[src/iev_defs.vh]
// Purpose: constants of the interrupt enable and vectoring block
// Assumes: 8-bit register port, one core clock
// Notes:   definitions only
`ifndef IEV_DEFS_VH
`define IEV_DEFS_VH

// Register offsets
`define IEV_EN0_OFF      8'ha8
`define IEV_EN1_OFF      8'hb0
`define IEV_EN2_OFF      8'hc0
`define IEV_PRI0_OFF     8'hb8
`define IEV_PRI1_OFF     8'hb1
`define IEV_PRI2_OFF     8'hc1
`define IEV_STAT_OFF     8'hc9

// Writable bits; the rest read zero
`define IEV_EN0_MASK     8'hbf
`define IEV_EN1_MASK     8'h1f
`define IEV_EN2_MASK     8'h7f
`define IEV_PRI0_MASK    8'h3f
`define IEV_RST_VAL      8'h00

// Field positions
`define IEV_GLOBAL_BIT   7
`define IEV_T2_BIT       5
`define IEV_S0_BIT       4
`define IEV_EX6_BIT      4
`define IEV_WDT_BIT      6
`define IEV_ADC_BIT      5
`define IEV_IFC_BIT      4
`define IEV_T4_BIT       1

// Vector table
`define IEV_VEC_BASE     16'h0003
`define IEV_VEC_STEP     16'h0008
`define IEV_NSRC         18
`define IEV_IDX_W        5
`define IEV_NONE_IDX     5'h1f

// Source order, highest first
`define IEV_SRC_EX0      0
`define IEV_SRC_T0       1
`define IEV_SRC_EX1      2
`define IEV_SRC_T1       3
`define IEV_SRC_S0       4
`define IEV_SRC_T2       5
`define IEV_SRC_WDT      6
`define IEV_SRC_IFC      7
`define IEV_SRC_ADC      8
`define IEV_SRC_EX2      9
`define IEV_SRC_EX3      10
`define IEV_SRC_EX4      11
`define IEV_SRC_S1       12
`define IEV_SRC_S2       13
`define IEV_SRC_EX5      14
`define IEV_SRC_EX6      15
`define IEV_SRC_T3       16
`define IEV_SRC_T4       17

`endif

[src/iev_ctrl.v]
// Purpose: interrupt acceptance, two-level nesting and vectoring
// Assumes: request inputs are levels synchronous to core_clk
// Notes:   CPU pulses irq_take to accept and reti_done on return
//
// Function
// - No source is accepted unless the global gate bit 7 is 1.
// - A source needs both the global gate and its own enable set.
// - Enable bit 0 blocks its source; 1 allows it.
// - Accepted source branches to 0x0003 plus 8 times its order index.
// - Timer 2 overflow or capture share one request and one vector.
// - Third enable register bit gates the conversion done request.
// - Second enable register bit 4 gates external interrupt 6.
// - Third enable register bit 1 gates Timer 4 overflow.
// - Enable registers accept single-bit writes leaving other bits unchanged.
// - Active service blocks equal or lower levels; only higher level nests.
// - Same-level simultaneous requests resolve in fixed vector order.
// - Priority bit 1 means high level, 0 means low level.
`timescale 1ns/1ps
`include "iev_defs.vh"

module iev_ctrl #(
  parameter NSRC = `IEV_NSRC
) (
  // Clock and reset
  input  wire         core_clk,
  input  wire         resetn,
  // Register port
  input  wire [7:0]   reg_addr,
  input  wire [7:0]   reg_wdata,
  input  wire         reg_wr,
  input  wire         reg_rd,
  output reg  [7:0]   reg_rdata,
  // Single-bit write port
  input  wire [7:0]   bit_addr,
  input  wire         bit_wdata,
  input  wire         bit_wr,
  // Peripheral request flags
  input  wire         ext0_request,
  input  wire         timer0_request,
  input  wire         ext1_request,
  input  wire         timer1_request,
  input  wire         rx_complete_flag,
  input  wire         tx_complete_flag,
  input  wire         timer2_overflow_flag,
  input  wire         timer2_capture_flag,
  input  wire         watchdog_request,
  input  wire         ifcount_request,
  input  wire         conversion_done_request,
  input  wire         ext2_request,
  input  wire         ext3_request,
  input  wire         ext4_request,
  input  wire         serial1_request,
  input  wire         serial2_request,
  input  wire         ext5_request,
  input  wire         ext6_request,
  input  wire         timer3_request,
  input  wire         timer4_request,
  // CPU side
  input  wire [15:0]  return_pc,
  input  wire         irq_take,
  input  wire         reti_done,
  output reg          irq_pending,
  output reg  [15:0]  irq_vector,
  output reg          irq_level,
  output reg          stack_push,
  output reg  [15:0]  stack_pc,
  output reg  [1:0]   in_service
);

  // Enable and priority registers
  reg  [7:0] en0;
  reg  [7:0] en1;
  reg  [7:0] en2;
  reg  [7:0] pri0;
  reg  [7:0] pri1;
  reg  [7:0] pri2;

  wire global_irq_gate;
  wire timer2_irq_en;
  wire serial0_irq_en;
  wire ext6_irq_en;
  wire conversion_done_irq_en;
  wire timer4_irq_en;
  wire serial0_request;
  wire timer2_request;

  wire [NSRC-1:0] src_req;
  wire [NSRC-1:0] src_en;
  wire [NSRC-1:0] src_hi;
  wire [NSRC-1:0] live;
  wire [NSRC-1:0] live_hi;
  wire [NSRC-1:0] live_lo;
  wire            hi_ok;
  wire            lo_ok;
  wire [4:0]      pick_hi;
  wire [4:0]      pick_lo;

  reg  [4:0]      next_idx;
  reg             next_level;
  reg             next_pending;

  // First set bit in order, or none
  function [4:0] first_set;
    input [NSRC-1:0] v;
    integer k;
    begin
      first_set = `IEV_NONE_IDX;
      for (k = NSRC - 1; k >= 0; k = k - 1) begin
        if (v[k]) begin
          first_set = k[4:0];
        end
      end
    end
  endfunction

  // Fixed vector of an order index
  function [15:0] vec_of;
    input [4:0] idx;
    begin
      vec_of = `IEV_VEC_BASE + {8'h00, idx, 3'b000};
    end
  endfunction

  // Masked merge for byte and bit writes
  function [7:0] merge;
    input [7:0] old;
    input [7:0] sel;
    input [7:0] val;
    input [7:0] wmask;
    begin
      merge = ((old & ~sel) | (val & sel)) & wmask;
    end
  endfunction

  // Byte-wide or single-bit write steering
  function [7:0] upd;
    input [7:0] old;
    input [7:0] off;
    input [7:0] wmask;
    begin
      upd = old;
      if (reg_wr && reg_addr == off) begin
        upd = merge(old, 8'hff, reg_wdata, wmask);
      end else if (bit_wr && {bit_addr[7:3], 3'b000} == off) begin
        upd = merge(old, 8'h01 << bit_addr[2:0],
                    {8{bit_wdata}}, wmask);
      end
    end
  endfunction

  assign global_irq_gate        = en0[`IEV_GLOBAL_BIT];
  assign timer2_irq_en          = en0[`IEV_T2_BIT];
  assign serial0_irq_en         = en0[`IEV_S0_BIT];
  assign ext6_irq_en            = en1[`IEV_EX6_BIT];
  assign conversion_done_irq_en = en2[`IEV_ADC_BIT];
  assign timer4_irq_en          = en2[`IEV_T4_BIT];

  // Shared requests of serial 0 and Timer 2
  assign serial0_request = rx_complete_flag | tx_complete_flag;
  assign timer2_request  = timer2_overflow_flag | timer2_capture_flag;

  assign src_req = {timer4_request, timer3_request,
                    ext6_request, ext5_request,
                    serial2_request, serial1_request,
                    ext4_request, ext3_request, ext2_request,
                    conversion_done_request, ifcount_request,
                    watchdog_request, timer2_request,
                    serial0_request, timer1_request,
                    ext1_request, timer0_request, ext0_request};

  // Per-source enables in order
  assign src_en = {timer4_irq_en, en2[0],
                   ext6_irq_en, en1[3],
                   en2[3], en2[2],
                   en1[2], en1[1], en1[0],
                   conversion_done_irq_en,
                   en2[`IEV_IFC_BIT],
                   en2[`IEV_WDT_BIT], timer2_irq_en,
                   serial0_irq_en, en0[3:0]};

  // Priority levels, same layout as enables
  assign src_hi = {pri2[1], pri2[0], pri1[4], pri1[3],
                   pri2[3], pri2[2], pri1[2], pri1[1], pri1[0],
                   pri2[5], pri2[4], pri2[6], pri0[5:0]};

  // Gate: global and own enable both needed
  assign live    = src_req & src_en & {NSRC{global_irq_gate}};
  assign live_hi = live & src_hi;
  assign live_lo = live & ~src_hi;

  // Nesting: high waits only on high; low waits on either
  assign hi_ok = ~in_service[1];
  assign lo_ok = ~in_service[1] & ~in_service[0];

  assign pick_hi = first_set(live_hi);
  assign pick_lo = first_set(live_lo);

  // Request selection
  always @* begin
    next_idx     = `IEV_NONE_IDX;
    next_level   = 1'b0;
    next_pending = 1'b0;
    if (hi_ok && |live_hi) begin
      next_idx     = pick_hi;
      next_level   = 1'b1;
      next_pending = 1'b1;
    end else if (lo_ok && |live_lo) begin
      next_idx     = pick_lo;
      next_pending = 1'b1;
    end
  end

  // Register writes
  always @(posedge core_clk or negedge resetn) begin
    if (!resetn) begin
      en0  <= `IEV_RST_VAL;
      en1  <= `IEV_RST_VAL;
      en2  <= `IEV_RST_VAL;
      pri0 <= `IEV_RST_VAL;
      pri1 <= `IEV_RST_VAL;
      pri2 <= `IEV_RST_VAL;
    end else begin
      en0  <= upd(en0,  `IEV_EN0_OFF,  `IEV_EN0_MASK);
      en1  <= upd(en1,  `IEV_EN1_OFF,  `IEV_EN1_MASK);
      en2  <= upd(en2,  `IEV_EN2_OFF,  `IEV_EN2_MASK);
      pri0 <= upd(pri0, `IEV_PRI0_OFF, `IEV_PRI0_MASK);
      pri1 <= upd(pri1, `IEV_PRI1_OFF, `IEV_EN1_MASK);
      pri2 <= upd(pri2, `IEV_PRI2_OFF, `IEV_EN2_MASK);
    end
  end

  // Read data, one cycle after the strobe
  always @(posedge core_clk or negedge resetn) begin
    if (!resetn) begin
      reg_rdata <= 8'h00;
    end else if (reg_rd) begin
      case (reg_addr)
        `IEV_EN0_OFF:  reg_rdata <= en0;
        `IEV_EN1_OFF:  reg_rdata <= en1;
        `IEV_EN2_OFF:  reg_rdata <= en2;
        `IEV_PRI0_OFF: reg_rdata <= pri0;
        `IEV_PRI1_OFF: reg_rdata <= pri1;
        `IEV_PRI2_OFF: reg_rdata <= pri2;
        `IEV_STAT_OFF: reg_rdata <= {irq_pending, irq_level,
                                     in_service, 4'h0};
        default:       reg_rdata <= 8'h00;
      endcase
    end else begin
      reg_rdata <= 8'h00;
    end
  end

  // Request to the CPU; dropped the cycle after a take
  // so a stale vector is never offered twice
  always @(posedge core_clk or negedge resetn) begin
    if (!resetn) begin
      irq_pending <= 1'b0;
      irq_vector  <= 16'h0000;
      irq_level   <= 1'b0;
    end else if (irq_take && irq_pending) begin
      irq_pending <= 1'b0;
    end else begin
      irq_pending <= next_pending;
      irq_level   <= next_level;
      if (next_pending) begin
        irq_vector <= vec_of(next_idx);
      end
    end
  end

  // In-service levels and stack push
  always @(posedge core_clk or negedge resetn) begin
    if (!resetn) begin
      in_service <= 2'b00;
      stack_push <= 1'b0;
      stack_pc   <= 16'h0000;
    end else begin
      stack_push <= 1'b0;
      if (irq_take && irq_pending) begin
        stack_push <= 1'b1;
        stack_pc   <= return_pc;
        if (irq_level) begin
          in_service[1] <= 1'b1;
        end else begin
          in_service[0] <= 1'b1;
        end
      end else if (reti_done) begin
        // Return closes the innermost level first
        if (in_service[1]) begin
          in_service[1] <= 1'b0;
        end else begin
          in_service[0] <= 1'b0;
        end
      end
    end
  end

endmodule

[config.mk]
export PLATFORM = sky130hd
export DESIGN_NAME = iev_ctrl
export DESIGN_NICKNAME = d
export VERILOG_FILES = /design/src/iev_ctrl.v
export VERILOG_INCLUDE_DIRS = /design/src
export SDC_FILE = /design/constraint.sdc
export NUM_CORES = 1
export LEC_CHECK = 0
export ABC_AREA = 1
export BUFFER_PORTS_ARGS = -buffer_cell sky130_fd_sc_hd__buf_2
export CORE_MARGIN = 4
export CORE_UTILIZATION = 30
export CTS_CLUSTER_SIZE = 20
export DETAILED_ROUTE_END_ITERATION = 10
export PLACE_DENSITY_LB_ADDON = 0.1
export SLEW_MARGIN = 15
export SYNTH_ARGS = -nofsm -noshare
export SYNTH_HDL_FRONTEND = slang
export SYNTH_SLANG_ARGS = --single-unit
[constraint.sdc]
create_clock -name core_clk -period 2.4 [get_ports core_clk]
set_input_delay 0.24 -clock core_clk [delete_from_list [all_inputs] [get_ports core_clk]]
set_output_delay 0.24 -clock core_clk [all_outputs]
set_load 0.1 [all_outputs]
==> run summary, run 1 <==
antenna violations before repair - 0
# Max-Cap Violations - 0
Post-layout nets - 793
final RePlAce weighted congestion - 0.8690
number of H-tree levels - 3
post-route non-filler standard cell count - 909
transition time at the pin with the least slew margin - 0.5320 ns
final design area excluding fillers - 5423 sq um
vias in the first global route - 4,190
path type of the worst setup path - flop to flop
Reg clk slew, reported paths - 0.06 ns
first drt pass iteration count - 5
die outline area - 16,620 sq um
CORE AREA - 14,100 sq um
cells along the critical path - buf_12, nand3_1, nor2_1, nor2_1, nand2_2, nor2_2, nand3_2, o21ai_4, a21oi_4, buf_4, or2_1
cells after synthesis - 608
worst path arrival time - 2.40 ns
type of element capturing the critical path - flop
Syn-to-layout area delta - 23.65%
leading post-synthesis cells by cell area - sky130_fd_sc_hd__dfrtp_1, sky130_fd_sc_hd__nand2_1, sky130_fd_sc_hd__inv_1
HPWL after detailed placement - 12,540 um
placed insts - 893
Pins Over Slew Limit - 0
count of fill cells added during filler insertion - 1,501
buffers inserted during post-CTS setup optimization - 0
power density over the cells - 970.8 nW/um^2
critical path buffer and inverter count - 2
post-synth design cell area - 4385 sq um
max frequency - 459.7 MHz
total met2 wirelength after detailed routing - 7468 um
flops & latches, synth - 72
required time of the critical path - 2.62 ns
share of post-route cells with drive strength above 1 - 22.63%
vias after detailed routing - 4,361
die outline width - 128.9 um
sinks on the clock net - 72
RSZ-0062 raised after global routing - true
path category of the worst min-delay check - primary input to flop
most frequent cell on the critical path - sky130_fd_sc_hd__nor2_1
Synth top area share - 41.08%
number of synthesis warnings - 0
cell family with most CP delay - simple AND/OR/NAND/NOR gates
register area share after synthesis - 41.08%
Initial DRC Count - 251
total length of routed wires - 15,370 um
maximum fanout along the worst path - 21
cell row count - 43
DR vias/cell - 4.798
uppermost layer routed - met4
CTS Buf Count - 9
distinct cell type count after synthesis - 41
crit-path max cell delay - 0.42 ns
leakage power - 2.824 nW
Die Y - 128.9 um
Startpoint Class - flop
number of synthesized flops with an enable pin - 0
port bufs - 103
cell accounting for the most synthesized area - sky130_fd_sc_hd__dfrtp_1
Antenna diodes - 0
Clock Skew - 0.007501 ns
average wire length per cell after detail routing - 16.91 um
final critical delay including setup and external delays - 2.175 ns
first-pass GRT wire length - 23,440 um
Routed met1 length - 6905 um
number of DRC violations after detailed routing - 0
TritonCTS clock tree - built
commonest cells in the netlist - sky130_fd_sc_hd__nand2_1, sky130_fd_sc_hd__inv_1, sky130_fd_sc_hd__nor2_1
insertion delay of the later-clocked pin in the worst-skew pair - 0.34 ns
share of the cycle needed by the critical path after routing - 90.64%
final global-route overflow total - 0
synthesized area divided by synthesized cell count - 7.213 sq um
pin count of the biggest net entering global routing - 31
Peak supply drop - 0.5284 mV
number of top-level pins - 113
run status - finished clean
Max Buffers Root-to-Sink - 2
cell at the root of the clock tree - sky130_fd_sc_hd__clkbuf_16
detailed route wirelength on metal3 - 817 um
cell with the largest stage delay on the worst path - sky130_fd_sc_hd__dfrtp_1
area after detailed placement - 5130 sq um
Total Routing Usage GR - 18.73%
worst slew margin relative to its limit - 64.16%
initial cell density of the core - 31.11%
remaining antenna violation count - 0
Final Hold Viols - 0
total setup violations reported at the end of the flow - 0
async set-reset flop share out of synthesis - 100.0%
most instantiated flip-flop cell in the synthesis netlist - sky130_fd_sc_hd__dfrtp_1
most frequently used cell type in the post-synthesis netlist - sky130_fd_sc_hd__nand2_1
[stage by stage]
stage	util [%]	TNS (ns)	hold WS, ns	setup slack [ns]	power, mW
2_1_floorplan	-	0	-0.05559	0.2504	3.538
4_1_cts	38.42	0	0.07848	0.1646	5.317
3_3_place_gp	36.39	0	0.2383	0.2332	4.021
5_1_grt	38.47	-0.005280	0.09618	-0.005280	5.522
6_report	38.47	0	0.09056	0.2246	5.264
3_5_place_dp	36.39	0	0.2338	0.1978	4.032
[layer usage]
metal	up-vias	global-route usage, %
met1	2040	25.28
met2	118	30.82
met4	0	3.830
met5	-	0
met3	9	4.359
li1	2194	-
[placed cells by master, fill, tap and decap left out, types with 3 or more instances in the layout]
| cell type | Yosys | routed |
|---|---|---|
| sky130_fd_sc_hd__a31oi_1 | 8 | 8 |
| sky130_fd_sc_hd__nand3_1 | 20 | 20 |
| sky130_fd_sc_hd__nand4_1 | 12 | 12 |
| sky130_fd_sc_hd__nand2_1 | 148 | 148 |
| sky130_fd_sc_hd__nor2_2 | 12 | 12 |
| sky130_fd_sc_hd__o211ai_1 | 3 | 3 |
| sky130_fd_sc_hd__buf_2 | 0 | 102 |
| sky130_fd_sc_hd__dfrtp_1 | 72 | 72 |
| sky130_fd_sc_hd__inv_2 | 3 | 3 |
| sky130_fd_sc_hd__a211oi_1 | 5 | 5 |
| sky130_fd_sc_hd__inv_1 | 97 | 97 |
| sky130_fd_sc_hd__conb_1 | 1 | 9 |
| sky130_fd_sc_hd__nor2_1 | 75 | 75 |
| sky130_fd_sc_hd__a221oi_1 | 4 | 4 |
| sky130_fd_sc_hd__a22oi_1 | 6 | 6 |
| sky130_fd_sc_hd__o21ai_0 | 38 | 38 |
| sky130_fd_sc_hd__o21ai_1 | 3 | 3 |
| sky130_fd_sc_hd__nor3_1 | 11 | 11 |
| sky130_fd_sc_hd__buf_4 | 10 | 14 |
| sky130_fd_sc_hd__nand3_2 | 7 | 7 |
| sky130_fd_sc_hd__clkbuf_16 | 0 | 9 |
| sky130_fd_sc_hd__nor4_1 | 3 | 3 |
| sky130_fd_sc_hd__a21oi_1 | 29 | 29 |
| sky130_fd_sc_hd__o221ai_1 | 3 | 3 |
| sky130_fd_sc_hd__o22ai_1 | 6 | 6 |
[cells by family after synthesis]
family | synth area share (%)
simple gates | 31.36
buf+inv | 11.90
compound gates | 15.58
flops | 41.08
other cells | 0.08551
[cell type report]
| class | count | area (sq um) | share of cell area (%) |
|---|---|---|---|
| Tap cell | 180 | 225.2 | 4.153 |
| Inverter | 100 | 375.4 | 6.922 |
| Clock inverter | 2 | 15.01 | 0.2769 |
| Timing Repair Buffer | 118 | 645.6 | 11.91 |
| Multi-Input combinational cell | 424 | 2100 | 38.72 |
| Clock buffer | 13 | 260.3 | 4.799 |
| Sequential cell | 72 | 1802 | 33.23 |
[what timing repair did]
item / CTS / global route
endpoints found under the setup margin: 0 / 3
hold endpoints to repair: 28 / 0
resized for setup: 0 / 1
hold buffers: 1 / 0
[final timing paths]
kind | from | end | slack (ns) | cells after the start
max | flop | irq_vector[1] | 0.22 | 11
min | return_pc[6] | stack_pc[6] | 0.09 | 3
max reg2reg | flop | irq_vector[1] | 0.22 | 11
min reg2reg | stack_pc[0] | stack_pc[0] | 0.48 | 2
max in group asynchronous | resetn | irq_vector[5] | 1.29 | 3
min in group asynchronous | resetn | asynchronous set/reset pin | 0.40 | 2
[worst min-delay path, delay by kind of cell]
family,cells,cell delay [ns]
buf+inv,1,0.08
simple gates,2,0.08
[where the power goes]
part	switching, mW	internal [mW]	leakage [nW]
clock	0.508	0.751	0.128
combinational	1.96	0.398	1.80
sequential	0.188	1.46	0.895
Power figures use the tool's default switching activity.
==> inputs of run 2 (changes only) <==
==> constraint.sdc (replaced) <==
create_clock -name core_clk -period 2.7 [get_ports core_clk]
set_input_delay 0.27 -clock core_clk [delete_from_list [all_inputs] [get_ports core_clk]]
set_output_delay 0.27 -clock core_clk [all_outputs]
set_load 0.1 [all_outputs]
==> run 2 against run 1 <==
Non-clock buffer count fell by 9. Sequential power fell by 11%. Highest routed layer unchanged. Hold slack got worse by 0.042 ns. First-iteration DRC count rose by 18%. Cell count fell by 1.1%.
==> run summary, run 2 (synthesized netlist as in run 1, its figures left out) <==
die outline width - 128.9 um
type of element capturing the critical path - flop
initial cell density of the core - 31.11%
Peak supply drop - 0.4027 mV
Die Y - 128.9 um
Max Buffers Root-to-Sink - 2
Clock Skew - 0.004813 ns
port bufs - 103
Post-layout nets - 784
average wire length per cell after detail routing - 16.75 um
most common library cell in the layout ignoring fill and taps - sky130_fd_sc_hd__nand2_1
sinks on the clock net - 72
die outline area - 16,620 sq um
count of fill cells added during filler insertion - 1,523
critical path buffer and inverter count - 2
TritonCTS clock tree - built
RSZ-0062 raised after global routing - false
critical path depth in cells - 14
# resized after CTS - 0
total length of routed wires - 15,060 um
most frequent cell on the critical path - sky130_fd_sc_hd__nor2_1
DR vias/cell - 4.933
first drt pass iteration count - 6
required time of the critical path - 2.93 ns
most frequent cells in the layout - sky130_fd_sc_hd__nand2_1, sky130_fd_sc_hd__buf_2, sky130_fd_sc_hd__inv_1
power density over the cells - 866.4 nW/um^2
total setup violations reported at the end of the flow - 0
Pins Over Slew Limit - 0
cell row count - 43
Reg clk slew, reported paths - 0.06 ns
antenna violations before repair - 0
remaining antenna violation count - 0
share of the cycle needed by the critical path after routing - 89.23%
Total Routing Usage GR - 17.86%
leakage power - 2.770 nW
area after detailed placement - 5070 sq um
Startpoint Class - flop
Fin Setup TNS - 0 ns
number of top-level pins - 113
pin count of the biggest net entering global routing - 73
Syn-to-layout area delta - 21.40%
final design area excluding fillers - 5324 sq um
max frequency - 415.1 MHz
worst path arrival time - 2.64 ns
vias after detailed routing - 4,435
vias in the first global route - 4,135
final RePlAce weighted congestion - 0.9060
run status - finished clean
buffers inserted during post-CTS setup optimization - 0
cells along the critical path - buf_12, nand3_1, nor2_1, nor2_1, nand2_1, nor2_2, nand2_2, nor2_1, nor2_1, nand2_1, a21oi_2, o311ai_0, o21ai_1, inv_1
Initial DRC Count - 295
first-pass GRT wire length - 22,750 um
HPWL after detailed placement - 12,000 um
path category of the worst min-delay check - primary input to asynchronous set/reset pin
insertion delay of the later-clocked pin in the worst-skew pair - 0.34 ns
cells on worst reg2reg path - 14
cell at the root of the clock tree - sky130_fd_sc_hd__clkbuf_16
hold buffer count at CTS - 0
Antenna diodes - 0
number of H-tree levels - 3
path type of the worst setup path - flop to flop
crit-path max cell delay - 0.50 ns
worst slew margin relative to its limit - 34.29%
maximum fanout along the worst path - 19
cell with the largest stage delay on the worst path - sky130_fd_sc_hd__dfrtp_1
final core occ - 37.77%
cell family with most CP delay - compound AO/OA/AOI/OAI gates
Final Hold Viols - 0
CORE AREA - 14,100 sq um
# Max-Cap Violations - 0
register-to-register path setup slack - 0.29 ns
CTS Buf Count - 9
final critical delay including setup and external delays - 2.409 ns
final global-route overflow total - 0
share of post-route cells with drive strength above 1 - 21.70%
transition time at the pin with the least slew margin - 0.9856 ns
number of DRC violations after detailed routing - 0
-- run 2: metal layers --
metal	vias to the layer above	wire, um	track usage, %
li1	2175	-	-
met1	2108	6726	24.20
met2	131	7276	29.73
met3	21	844	2.864
met4	0	214	4.694
met5	-	0	0
-- run 2: through the flow --
stage / std cells / hold WS, ns / power (mW) / setup slack (ns)
6_report: 899 / 0.04813 / 4.613 / 0.2908
2_1_floorplan: 616 / -0.02559 / 3.145 / 0.5504
3_3_place_gp: 885 / 0.4591 / 3.556 / 0.3921
4_1_cts: 899 / 0.1148 / 4.651 / 0.2837
3_5_place_dp: 885 / 0.4611 / 3.564 / 0.3000
5_1_grt: 899 / 0.1282 / 4.825 / 0.04494
-- run 2: cell type report --
type / count / area (sq um) / area share [%]
timing repair buffer: 109 / 575.6 / 10.81
clock buffer: 11 / 232.7 / 4.371
clock inverter: 3 / 21.27 / 0.3995
inverter: 100 / 375.4 / 7.051
multi-input combinational: 424 / 2092 / 39.29
sequential: 72 / 1802 / 33.84
tap: 180 / 225.2 / 4.230
-- run 2: final timing paths --
path,end,startpoint
min,irq_vector[4],resetn
max in group asynchronous,asynchronous set/reset pin,resetn
max,irq_vector[6],flop
min reg2reg,irq_vector[1],irq_vector[1]
max reg2reg,irq_vector[6],flop
min in group core_clk,stack_pc[0],return_pc[0]
-- run 2: report_power, final --
part,internal [mW],total [mW],leakage (nW),switching [mW]
registers,1.30,1.47,0.895,0.165
logic,0.336,2.07,1.75,1.73
clock network,0.612,1.08,0.121,0.466
total,2.25,4.61,2.77,2.36
